### config.mk
export PLATFORM = sky130hd
export DESIGN_NAME = desd_codec
export DESIGN_NICKNAME = d
export VERILOG_FILES = /design/src/desd_pkg.sv /design/src/desd_codec.sv
export SDC_FILE = /design/constraint.sdc
export NUM_CORES = 1
export LEC_CHECK = 0
export BUFFER_PORTS_ARGS = -buffer_cell sky130_fd_sc_hd__buf_4
export CORE_UTILIZATION = 40
export CTS_BUF_LIST = sky130_fd_sc_hd__clkbuf_2 sky130_fd_sc_hd__clkbuf_4 sky130_fd_sc_hd__clkbuf_8
export DETAILED_ROUTE_END_ITERATION = 8
export GPL_TIMING_DRIVEN = 0
export PLACE_DENSITY_LB_ADDON = 0.25
export SETUP_SLACK_MARGIN = 0.05
export SLEW_MARGIN = 0
export SYNTH_ARGS = -nofsm -noshare
export SYNTH_HDL_FRONTEND = slang
export SYNTH_SLANG_ARGS = --single-unit
export TNS_END_PERCENT = 20
### constraint.sdc
create_clock -name clk -period 6.1 [get_ports clk]
set_input_delay 1.22 -clock clk [delete_from_list [all_inputs] [get_ports clk]]
set_output_delay 1.22 -clock clk [all_outputs]
set_load 0.1 [all_outputs]
### src/desd_pkg.sv
package desd_pkg;

  // ----------------------------------------------------------------
  // Widths and field positions
  // ----------------------------------------------------------------
  localparam int unsigned DESD_WORD_W     = 16;   // Controller word
  localparam int unsigned DESD_ADDR_W     = 16;   // Default word address width
  localparam int unsigned DESD_NIB_FIRST  = 0;    // Designator digit: first digit
  localparam int unsigned DESD_NIB_COUNT  = 1;    // Designator digit: count minus one
  localparam int unsigned DESD_NIB_HALF   = 2;    // Designator digit: first byte half
  localparam int unsigned DESD_NIB_TOP    = 3;    // Designator digit: unused, must be zero for segment decode

  // Largest legal designator digit values
  localparam logic [3:0]  DESD_MAX_DIGIT  = 4'h3;
  localparam logic [3:0]  DESD_MAX_HALF   = 4'h1;
  localparam logic [3:0]  DESD_ZERO_NIB   = 4'h0;

  // Reset values
  localparam logic [15:0] DESD_WORD_RST   = 16'h0000;

  // ----------------------------------------------------------------
  // Operations and states
  // ----------------------------------------------------------------
  typedef enum logic [0:0] {
    DESD_OP_ENCODE  = 1'b0,               // Highest set bit to hex digit
    DESD_OP_SEGMENT = 1'b1                // Hex digit to segment code
  } desd_op_type;

  typedef enum logic [5:0] {
    DESD_ST_IDLE  = 6'b00_0001,
    DESD_ST_CHECK = 6'b00_0010,
    DESD_ST_RD    = 6'b00_0100,
    DESD_ST_WAIT  = 6'b00_1000,
    DESD_ST_WR    = 6'b01_0000,
    DESD_ST_DONE  = 6'b10_0000
  } desd_state_type;

  // ----------------------------------------------------------------
  // Carriers between sequencer, memory and block
  // ----------------------------------------------------------------
  typedef struct packed {
    desd_op_type      op;                 // Which conversion
    logic             exec_cond;          // Execution condition
    logic [15:0]      digit_designator;   // Designator word
    logic [15:0]      first_source_word;  // Source word address
    logic [15:0]      dest_word;          // Result or first destination address
    logic [15:0]      area_last;          // Last address of the checked data area
    logic             indirect_bad;       // Indirect operand pointer invalid
  } desd_req_type;

  typedef struct packed {
    logic             rd;                 // Read strobe, one cycle
    logic             wr;                 // Write strobe, one cycle
    logic [15:0]      addr;               // Word address
    logic [15:0]      wdata;              // Write data
  } desd_mem_req_type;

  typedef struct packed {
    logic             rd_valid;           // Read data present, one cycle
    logic [15:0]      rdata;              // Read data
  } desd_mem_rsp_type;

endpackage

### src/desd_codec.sv
`timescale 1ns/10ps

// What this block does
// RL1: Encode does nothing while condition is off
// RL2: Encode writes highest set bit index digit
// RL3: Caller keeps two low designator digits 0..3
// RL4: Encode up to four consecutive source words
// RL5: Low digit first position, next digit count
// RL6: Result digits wrap to digit zero
// RL7: Caller keeps source words in one area
// RL8: Encode errors on bad designator or range
// RL9: Encode errors on any zero source word
// RL10: Invalid indirect operand sets the error flag
// RL11: Segment decode does nothing while condition off
// RL12: Each source digit becomes 8-bit segment code
// RL13: Codes fill consecutive byte halves from start
// RL14: Digits give first, count, starting byte half
// RL15: Source digits wrap to digit zero
// RL16: Segment a bit 0, g bit 6, bit 7 clear
// RL17: Fixed code table for hex 0 to F
// RL18: Segment errors on bad designator or range
module desd_codec #(
  parameter int unsigned ADDR_W = desd_pkg::DESD_ADDR_W
) (
  // Clock and reset
  input  wire logic                       clk,
  input  wire logic                       reset,
  // Instruction request from the sequencer
  input  wire logic                       req_valid,
  input  wire desd_pkg::desd_req_type     req,
  // Operation status back to the sequencer
  output logic                            busy,
  output logic                            done,
  output logic                            error_flag,
  // Operand memory port
  output desd_pkg::desd_mem_req_type      mem_req,
  input  wire desd_pkg::desd_mem_rsp_type mem_rsp
);

  // ----------------------------------------------------------------
  // Elaboration check
  // ----------------------------------------------------------------
  // Addresses travel in 16-bit struct fields, so wider ones cannot be served
  if (ADDR_W != desd_pkg::DESD_WORD_W) begin : g_bad_width
    $error("desd_codec: ADDR_W must equal the 16-bit carrier width");
  end

  // ----------------------------------------------------------------
  // State
  // ----------------------------------------------------------------
  typedef struct packed {
    desd_pkg::desd_state_type st;       // Sequence state
    desd_pkg::desd_op_type    op;       // Latched operation
    logic [15:0]              di;       // Latched designator
    logic [15:0]              src;      // Source address
    logic [15:0]              dst;      // Result or destination address
    logic [15:0]              last;     // Area limit
    logic                     ind_bad;  // Latched indirect error
    logic                     phase;    // 0: first read, 1: loop reads
    logic [2:0]               idx;      // Current item
    logic [15:0]              buf_w;    // Result word under construction
    logic [15:0]              src_w;    // Source word for segment decode
    desd_pkg::desd_mem_req_type mem;    // Memory strobes
    logic                     done;     // Completion pulse
    logic                     err;      // Error flag
    logic                     busy;     // Operation in progress
  } desd_regs_type;

  desd_regs_type s_r;   // Registered state
  desd_regs_type s_nxt; // Next state

  // ----------------------------------------------------------------
  // Functions
  // ----------------------------------------------------------------
  // One designator digit
  function automatic logic [3:0] desd_nib(input logic [15:0] w, input int unsigned n);
    desd_nib = w[n*4 +: 4];
  endfunction

  // Item count, designator digit one plus one
  function automatic logic [2:0] desd_count(input logic [15:0] di);
    desd_count = 3'(desd_nib(di, desd_pkg::DESD_NIB_COUNT)) + 3'd1;
  endfunction

  // Index of the highest set bit; caller rules out zero
  function automatic logic [3:0] desd_msb(input logic [15:0] w);
    desd_msb = 4'h0;
    for (int unsigned b = 0; b < desd_pkg::DESD_WORD_W; b++) begin
      if (w[b]) begin
        desd_msb = 4'(b);
      end
    end
  endfunction

  // Segment code, a in bit 0 through g in bit 6, bit 7 kept clear
  function automatic logic [7:0] desd_seg(input logic [3:0] d);
    unique case (d)
      4'h0: desd_seg = 8'h3F;
      4'h1: desd_seg = 8'h06;
      4'h2: desd_seg = 8'h5B;
      4'h3: desd_seg = 8'h4F;
      4'h4: desd_seg = 8'h66;
      4'h5: desd_seg = 8'h6D;
      4'h6: desd_seg = 8'h7D;
      4'h7: desd_seg = 8'h27;
      4'h8: desd_seg = 8'h7F;
      4'h9: desd_seg = 8'h6F;
      4'hA: desd_seg = 8'h77;
      4'hB: desd_seg = 8'h7C;
      4'hC: desd_seg = 8'h39;
      4'hD: desd_seg = 8'h5E;
      4'hE: desd_seg = 8'h79;
      4'hF: desd_seg = 8'h71;
    endcase
  endfunction

  // ----------------------------------------------------------------
  // Sequencing
  // ----------------------------------------------------------------
  // Derived values of the latched request
  logic [2:0]  cnt;       // Number of items
  logic [1:0]  first_dg;  // First digit position
  logic [2:0]  pos;       // Byte-half position of current code
  logic [16:0] range_end; // Last word touched, one bit wider to catch overflow
  logic        di_bad;    // Designator out of range
  logic [1:0]  dig;       // Wrapped digit position of current item

  // Next-state logic
  always_comb begin
    cnt       = desd_count(s_r.di);
    first_dg  = 2'(desd_nib(s_r.di, desd_pkg::DESD_NIB_FIRST));
    dig       = first_dg + s_r.idx[1:0];
    pos       = 3'(desd_nib(s_r.di, desd_pkg::DESD_NIB_HALF)) + s_r.idx;
    di_bad    = (desd_nib(s_r.di, desd_pkg::DESD_NIB_FIRST) > desd_pkg::DESD_MAX_DIGIT) ||
                (desd_nib(s_r.di, desd_pkg::DESD_NIB_COUNT) > desd_pkg::DESD_MAX_DIGIT);
    range_end = {1'b0, s_r.src} + 17'(cnt) - 17'd1;
    if (s_r.op == desd_pkg::DESD_OP_SEGMENT) begin
      // Segment checks the destination span instead of the source
      di_bad    = di_bad ||
                  (desd_nib(s_r.di, desd_pkg::DESD_NIB_HALF) > desd_pkg::DESD_MAX_HALF) ||
                  (desd_nib(s_r.di, desd_pkg::DESD_NIB_TOP) != desd_pkg::DESD_ZERO_NIB);
      range_end = {1'b0, s_r.dst} +
                  17'((3'(desd_nib(s_r.di, desd_pkg::DESD_NIB_HALF)) + cnt - 3'd1) >> 1);
    end

    s_nxt          = s_r;
    s_nxt.mem.rd   = 1'b0;
    s_nxt.mem.wr   = 1'b0;
    s_nxt.done     = 1'b0;

    unique case (s_r.st)
      desd_pkg::DESD_ST_IDLE: begin
        if (req_valid) begin
          // RL1 RL11: condition off, answer only
          if (!req.exec_cond) begin
            s_nxt.st   = desd_pkg::DESD_ST_DONE;
          end else begin
            s_nxt.st      = desd_pkg::DESD_ST_CHECK;
            s_nxt.op      = req.op;
            s_nxt.di      = req.digit_designator;
            s_nxt.src     = req.first_source_word;
            s_nxt.dst     = req.dest_word;
            s_nxt.last    = req.area_last;
            s_nxt.ind_bad = req.indirect_bad;
            s_nxt.err     = 1'b0;
          end
          s_nxt.busy  = 1'b1;
          s_nxt.idx   = 3'd0;
          s_nxt.phase = 1'b0;
        end
      end
      desd_pkg::DESD_ST_CHECK: begin
        // RL8 RL10 RL18: operand checks abort before any write
        if (s_r.ind_bad || di_bad || range_end > {1'b0, s_r.last}) begin
          s_nxt.err = 1'b1;
          s_nxt.st  = desd_pkg::DESD_ST_DONE;
        end else begin
          s_nxt.st  = desd_pkg::DESD_ST_RD;
        end
      end
      desd_pkg::DESD_ST_RD: begin
        // First read: result word for encode, source word for segment
        s_nxt.mem.rd = 1'b1;
        s_nxt.st     = desd_pkg::DESD_ST_WAIT;
        if (s_r.op == desd_pkg::DESD_OP_ENCODE) begin
          // RL4: consecutive source words
          s_nxt.mem.addr = s_r.phase ? s_r.src + 16'(s_r.idx) : s_r.dst;
        end else begin
          // RL13: word holding the current byte half
          s_nxt.mem.addr = s_r.phase ? s_r.dst + 16'(pos >> 1) : s_r.src;
        end
      end
      desd_pkg::DESD_ST_WAIT: begin
        if (mem_rsp.rd_valid) begin
          if (!s_r.phase) begin
            // Keep the first word, then loop
            if (s_r.op == desd_pkg::DESD_OP_ENCODE) begin
              s_nxt.buf_w = mem_rsp.rdata;
            end else begin
              s_nxt.src_w = mem_rsp.rdata;
            end
            s_nxt.phase = 1'b1;
            s_nxt.st    = desd_pkg::DESD_ST_RD;
          end else if (s_r.op == desd_pkg::DESD_OP_ENCODE) begin
            // RL9: zero source has no highest bit
            if (mem_rsp.rdata == desd_pkg::DESD_WORD_RST) begin
              s_nxt.err = 1'b1;
              s_nxt.st  = desd_pkg::DESD_ST_DONE;
            end else begin
              // RL2 RL5 RL6: digit index wraps in the result
              s_nxt.buf_w[dig*4 +: 4] = desd_msb(mem_rsp.rdata);
              if (s_r.idx == cnt - 3'd1) begin
                s_nxt.mem.wr    = 1'b1;
                s_nxt.mem.addr  = s_r.dst;
                s_nxt.mem.wdata = s_nxt.buf_w;
                s_nxt.st        = desd_pkg::DESD_ST_WR;
              end else begin
                s_nxt.idx = s_r.idx + 3'd1;
                s_nxt.st  = desd_pkg::DESD_ST_RD;
              end
            end
          end else begin
            // RL12 RL14 RL15 RL16 RL17: wrapped digit to code into one half
            s_nxt.mem.wdata = mem_rsp.rdata;
            s_nxt.mem.wdata[pos[0]*8 +: 8] = desd_seg(s_r.src_w[dig*4 +: 4]);
            s_nxt.mem.wr    = 1'b1;
            s_nxt.st        = desd_pkg::DESD_ST_WR;
          end
        end
      end
      desd_pkg::DESD_ST_WR: begin
        // Segment loops once per code; encode writes once
        if (s_r.op == desd_pkg::DESD_OP_SEGMENT && s_r.idx != cnt - 3'd1) begin
          s_nxt.idx = s_r.idx + 3'd1;
          s_nxt.st  = desd_pkg::DESD_ST_RD;
        end else begin
          s_nxt.st  = desd_pkg::DESD_ST_DONE;
        end
      end
      desd_pkg::DESD_ST_DONE: begin
        s_nxt.done = 1'b1;
        s_nxt.busy = 1'b0;
        s_nxt.st   = desd_pkg::DESD_ST_IDLE;
      end
      default: begin
        // Illegal code recovers to idle
        s_nxt.st   = desd_pkg::DESD_ST_IDLE;
        s_nxt.busy = 1'b0;
      end
    endcase
  end

  // ----------------------------------------------------------------
  // Registers
  // ----------------------------------------------------------------
  // Single state register, constant reset values
  always_ff @(posedge clk or posedge reset) begin
    if (reset) begin
      s_r         <= '0;
      s_r.st      <= desd_pkg::DESD_ST_IDLE;
      s_r.op      <= desd_pkg::DESD_OP_ENCODE;
    end else begin
      s_r <= s_nxt;
    end
  end

  // ----------------------------------------------------------------
  // Outputs, straight from flip-flops
  // ----------------------------------------------------------------
  assign busy       = s_r.busy;
  assign done       = s_r.done;
  assign error_flag = s_r.err;
  assign mem_req    = s_r.mem;

endmodule

# --- Word level (Yosys, flattened, before mapping) ---
# Memory sizes are Yosys's and may differ from the RTL's.
# Cells that the tools add are included.
word_totals:
  ff_bits: 145
  latch_bits: 0
  mem_bits_rw: 0
  rom_bits: 112
  input_bits: 87
  output_inout_bits: 37
  mem_count: 1
classes:
  add_sub_neg: 14
  multipliers: 0
  div: 0
  order_cmp: 4
  eq_ne: 21
  shift: 5
  muxes: 74
  n_bitwise: 3
  n_reduce_logical: 24
memory_table:
  columns: ["memory", "depth", "width", "read_ports", "rd_clocked_by_memory_dff", "wr", "line_no", "source"]
  rows:
  - ["(name not given)", 16, 7, 1, 0, 0, "desd_codec.sv:97", "unique case (d)"]
ops:
  columns: ["cell", "count"]
  rows:
  - ["16-bit 2-to-1 mux", 9]
  - ["33-bit 2-to-1 mux", 4]
  - ["4-bit 2-to-1 mux", 19]
  - ["76-bit 2-to-1 mux", 1]
  - ["4-bit negator with 34-bit output", 2]
  - ["66-bit 2-to-1 mux", 1]
  - ["6-bit 2-to-1 mux", 7]
  - ["19-bit 2-to-1 mux", 2]
  - ["36-bit 2-to-1 mux", 1]
  - ["4-bit by 34-bit variable shift with 16-bit output, first input constant", 1]
  - ["8-bit by 34-bit variable shift with 16-bit output, first input constant", 1]
  - ["4-bit by 34-bit variable part select with 16-bit output", 1]
  - ["8-bit by 34-bit variable part select with 16-bit output", 1]
  - ["16-bit bitwise mux", 2]
  - ["8-bit 2-to-1 mux", 4]
  - ["16-bit one-hot mux with 2 select lines", 1]
  - ["6-bit one-hot mux with 5 select lines", 1]
  - ["2-bit inequality test, second input constant", 13]
  - ["16-bit by 16-bit adder with 17-bit output", 1]
  - ["16-bit by 3-bit adder with 17-bit output", 1]
  - ["17-bit by 16-bit > comparator with 1-bit output", 1]
  - ["17-bit 2-to-1 mux", 1]
  - ["17-bit by 1-bit subtractor with 17-bit output, second input constant", 1]
  - ["16-bit by 2-bit adder with 16-bit output", 1]
  - ["39 further kinds", 68]

# --- Depth between registers and ports, before layout ---
depth:
  ltp_word: 28
  depth_mapped: 22

# --- Worst setup path before layout ---
# Ideal clock, no wire load.
synth_path:
  path_type: "reg2reg"
  startpoint: "register s_r[126] (netlist bit)"
  endpoint: "register s_r[144] (netlist bit)"
  setup_ns: 0.142
  t_arrival_ns: 6.350
  required_time_ns: 5.958
  setup_slack_ns: -0.392
  stages_incl_launch_ff: 21
  path_buffers: 0
  period_less_slack_ns: 6.492
  cell_sequence: "dfrtp_1 > ha_1 > xor2_1 > xnor2_1 > ha_1 > a2111oi_0 > ha_1 > and2_1 > a21oi_1 > a31oi_1 > o21a_1 > o21a_1 > or3_1 > a31o_2 > ha_1 > a211o_1 > a211oi_1 > o31ai_1 > a31o_2 > o21bai_1 > a221oi_1"
synth_via:
  elab_chain_len: 9
synth_rtl:
  columns: ["item", "line_no", "source"]
  rows:
  - ["start, declared", "desd_codec.sv:69", "desd_regs_type s_r;"]
  - ["start signal, assigned", "desd_codec.sv:263", "s_r <= s_nxt;"]
  - ["3-bit by 1-bit adder with 3-bit output / 4-bit by 2-bit > comparator with 1-bit output (equally long branches)", "desd_codec.sv:82, desd_codec.sv:135", null]
  - ["3-bit by 3-bit adder with 4-bit output / 1-bit logical OR (equally long branches)", "desd_codec.sv:143, desd_codec.sv:134", null]
  - ["4-bit by 1-bit subtractor with 5-bit output / 1-bit logical OR (equally long branches)", "desd_codec.sv:143, desd_codec.sv:139", null]
  - ["16-bit by 16-bit adder with 17-bit output / 1-bit logical OR (equally long branches)", "desd_codec.sv:142, desd_codec.sv:140", null]
  - ["17-bit 2-to-1 mux / 1-bit 2-to-1 mux (equally long branches)", "desd_codec.sv:137", "if (s_r.op == desd_pkg::DESD_OP_SEGMENT) begin"]
  - ["17-bit by 16-bit > comparator with 1-bit output / 1-bit logical OR (equally long branches)", "desd_codec.sv:174", "if (s_r.ind_bad || di_bad || range_end > {1'b0, s_r.last}) begin"]
  - ["1-bit logical OR", "desd_codec.sv:174", null]
  - ["6-bit 2-to-1 mux", "desd_codec.sv:174", null]
  - ["6-bit one-hot mux with 5 select lines *", "desd_codec.sv:151", "unique case (s_r.st)"]
# Every way passes the cells marked *; elsewhere a longest branch is shown, timed or not.
# A chain may end at the register's enable or synchronous reset.

# --- Final worst setup path ---
layout_path:
  startpoint: "register s_r[126] (netlist bit)"
  endpoint: "register s_r, in the netlist error_flag"
layout_via:
  elab_chain_len: 9
layout_rtl:
  columns: ["item", "line_no"]
  rows:
  - ["3-bit by 1-bit adder with 3-bit output / 4-bit by 2-bit > comparator with 1-bit output (equally long branches)", "desd_codec.sv:82, desd_codec.sv:135"]
  - ["3-bit by 3-bit adder with 4-bit output / 1-bit logical OR (equally long branches)", "desd_codec.sv:143, desd_codec.sv:134"]
  - ["4-bit by 1-bit subtractor with 5-bit output / 1-bit logical OR (equally long branches)", "desd_codec.sv:143, desd_codec.sv:139"]
  - ["16-bit by 16-bit adder with 17-bit output / 1-bit logical OR (equally long branches)", "desd_codec.sv:142, desd_codec.sv:140"]
  - ["17-bit 2-to-1 mux / 1-bit 2-to-1 mux (equally long branches)", "desd_codec.sv:137"]
  - ["17-bit by 16-bit > comparator with 1-bit output / 1-bit logical OR (equally long branches)", "desd_codec.sv:174"]
  - ["1-bit logical OR *", "desd_codec.sv:174"]
  - ["2-bit inequality test (no source line) *", null]
  - ["8-bit AND reduction (no source line) *", null]
# Marked as above.

==> results by group <==
Critical path
  • CP Cell Sequence: ha_1 > inv_1 > ha_1 > inv_1 > ha_1 > fa_1 > fa_1 > a21o_1 > a21oi_1 > nand2_1 > a31oi_1 > o21ai_0 > xnor2_1 > o21ai_0 > ha_1 > a211o_1 > a211oi_1 > nand4_1 > a31o_2 > o21bai_1 > a21oi_1
  • Crit path depth: 21
  • Critical Path AT: 5.95 ns
  • Crit path buf inv count: 2
  • CP peak stage delay: roughly 0.5 ns
  • CP required: 6.42 ns
  • R2r setup slk: between 0.4 and 0.5 ns
  • CP top delay family: compound AO/OA/AOI/OAI gates
  • CP most frequent cell: ha_1
  • Worst Setup End Kind: flip-flop
  • Slowest CP cell: fa_1
  • CP Launch Type: flip-flop
  • Crit Path Category: reg2reg
  • Crit-path max FO: 6
  • FF-to-FF path depth: 21

Routing
  • Vias/cell: 5.670
  • Post-Route WL: 32.92 mm
  • First-pass DRT Iterations: 9
  • DRC violations left: 9
  • WL per Instance: 19.86 um
  • Post-route ant nets: 0
  • DR iter-0 viols: 785
  • Total number of vias: 9401

Placed design
  • HPWL after detailed placement: ~25 mm
  • PortBufs: roughly 120
  • GPL Wtd Cong: 0.9330

Timing
  • Final setup fails: 0
  • Slew HR: 0.2726
  • Max Slew Vio Count: 0
  • RSZ-0062 raised after global routing: no
  • Hold Fails Final Rpt: 0
  • Worst-Margin Slew: roughly 1.1 ns
  • Post-route setup TNS: 0 ns
  • Clock skew: 0.01534 ns
  • Max frequency: 177.5 MHz
  • Fin crit period: 5.635 ns
  • Period utilization: 0.9237
  • Hold Slack: 0.4792 ns

Synth
  • Mapped Cells: 1166
  • Synthesized Nets: roughly 1300
  • Post-synth EDFFs: 0
  • Synth area leader: dfrtp_1
  • Avg Inst Size Synth: between 9 and 10 um2
  • Mux contribution to synthesized area: 0.1007
  • Synth Area in XOR/XNOR: 0.05193
  • Number of distinct library cells after synthesis: a little over 80
  • Share of the synthesized area in the top cell type: 0.3361
  • Post-synth top flop: dfrtp_1
  • Largest family of logic cells by synthesized area: compound AO/OA/AOI/OAI gates
  • Ys Warns: 0
  • Asr flop ratio synth: 1.000
  • Synth Register Bits: between 100 and 150
  • Sequential element share of the synthesized area: 0.3385
  • Synth Area in Compound Gates: 0.1878
  • Simple-Gate Fraction of Synth Area: 0.1452
  • Area contributors post-synth: dfrtp_1 34%, ha_1 9.7%, mux2_2 4.9%
  • Adder-Cell Fraction of Synth Area: 0.1081
  • Cell Area, Synth: approximately 0.011 mm2

Global routing
  • All-Layer GR Usage: 0.2445
  • Grt met2 use: 0.3723
  • Global-route wire length before repair: 51.97 mm
  • Vias in the first global route: 9154
  • Antenna violations before repair: 0
  • Largest net degree at the start of global routing: 75
  • Met3 GRT Util: 0.04683
  • Most Used Layer, Global Route: met2
  • Total gr overflow: 0
  • GR Util met1: 0.3462

Cells and area
  • Layout net count: 1486
  • Ant diodes: 0
  • Most common cell after layout, fill and taps aside: buf_4
  • Leading cell types in the layout, fill and taps excluded: 162 x buf_4, 144 x dfrtp_1, 104 x nand2_1, 84 x o21ai_0, 84 x a21oi_1
  • Share of layout cells above drive strength 1: 0.2192
  • Final Core Density: 0.4773
  • Layout area overhead: 16.68%

Min path
  • Min-Delay Path Depth: 1
  • Hold WC Path Type: reg2reg

Floorplan
  • Row cnt: 59
  • Core area: 0.02621 mm2
  • Die Footprint: 0.02746 mm2
  • IO Count: 124
  • Die Wd: approximately 170 um
  • Starting Density: 0.4091
  • Chip height: between 150 and 200 um

CTS
  • TritonCTS clock tree: built
  • Post-CTS setup buffers: 0
  • Cts bufs inserted: 17
  • Clk buf depth: 2
  • # resized after CTS: 0
  • CTS root buf: clkbuf_8
  • CTS Hold Buffers Added: 0
  • Clock transition at the registers of the reported paths: 0.09 ns
  • H-tree depth: 4
  • CTS sink cnt: approximately 150
  • Worst-Skew Late Latency: approximately 0.48 ns

Flow run
  • Max_cap viols: 0

Status
  • Violated checks: design-rule violations
  • Status: complete, but fails checks

Power
  • Maximum vdd drop: 0.2317 mV
  • Pwr Density: 446.4 mW/mm2
  • Leakage: 5.689 nW
[flip-flops by register name, indices dropped and copies added (netlist names)]
signal and cells:
error_flag 1, first_dg 2, mem_req 34, s_r 106
done 1, busy 1
[through the flow]
stage,power [mW],setup slack (ns),area [um2],std cells
2_1_floorplan,3.840,0.1305,10720,1166
3_3_place_gp,4.641,-0.9930,12070,1624
3_5_place_dp,4.735,0.3983,12110,1626
4_1_cts,5.522,0.3612,12490,1658
5_1_grt,6.055,0.1923,12510,1658
6_report,5.584,0.4653,12510,1658
[path summary, 6_finish.rpt]
path	start	end
min in group asynchronous	reset	s_r[135]
worst min-delay path	s_r[53]	s_r[53]
max in group asynchronous	reset	s_r[139]
worst max register to register	s_r[126]	error_flag
worst min register to register	s_r[53]	s_r[53]
worst max-delay path	s_r[126]	error_flag
[where the power goes]
part / leakage, nW / switching [mW] / total (mW) / internal [mW]
combinational: 3.67 / 1.99 / 3.44 / 1.44
clock: 0.176 / 0.431 / 0.770 / 0.338
sequential: 1.85 / 0.243 / 1.38 / 1.13
[synth_stat cells, types with 9 or more instances]
cell and count:
mux4_2 12, dfrtp_1 144, mux2_2 47, clkbuf_1 33
o211ai_1 9, nor2_1 79, xnor2_1 42, buf_4 38
ha_1 83, a31oi_1 18, and3_1 11, nor3_1 12
inv_1 69, mux2i_1 18, a21o_1 14, nand2_1 104
o22ai_1 14, a22oi_1 15, a21oi_1 84, nand3_1 25
nand4_1 12, nor2b_1 19, o21ai_0 84, xor2_1 19
o21a_1 9, a211oi_1 15
[metal layers]
layer	vias to the layer above	share of wire
met5	-	0
met4	0	0.026
met3	54	0.079
met2	382	0.44
met1	4516	0.45
li1	4449	-
[area by class of cell]
cell class	instances	area [um2]
fillers	2502	13700
multi-input cells	870	6391
inverters	70	267.8
repair buffers	125	958.4
clock inverters	14	131.4
clock buffers	18	247.7
plain buffers	81	464.2
flip-flops and latches	145	3630
well taps	335	419.2
[cells by family after synthesis]
| logic type | Yosys count |
|---|---|
| XOR/XNOR | 62 |
| AO/OA/AOI/OAI | 322 |
| adder cells (fa/ha/maj) | 89 |
| flip-flops | 145 |
| AND/OR/NAND/NOR | 313 |
| multiplexers | 84 |
| buffers and inverters | 151 |
No activity file was read; power rests on OpenSTA's default activity.
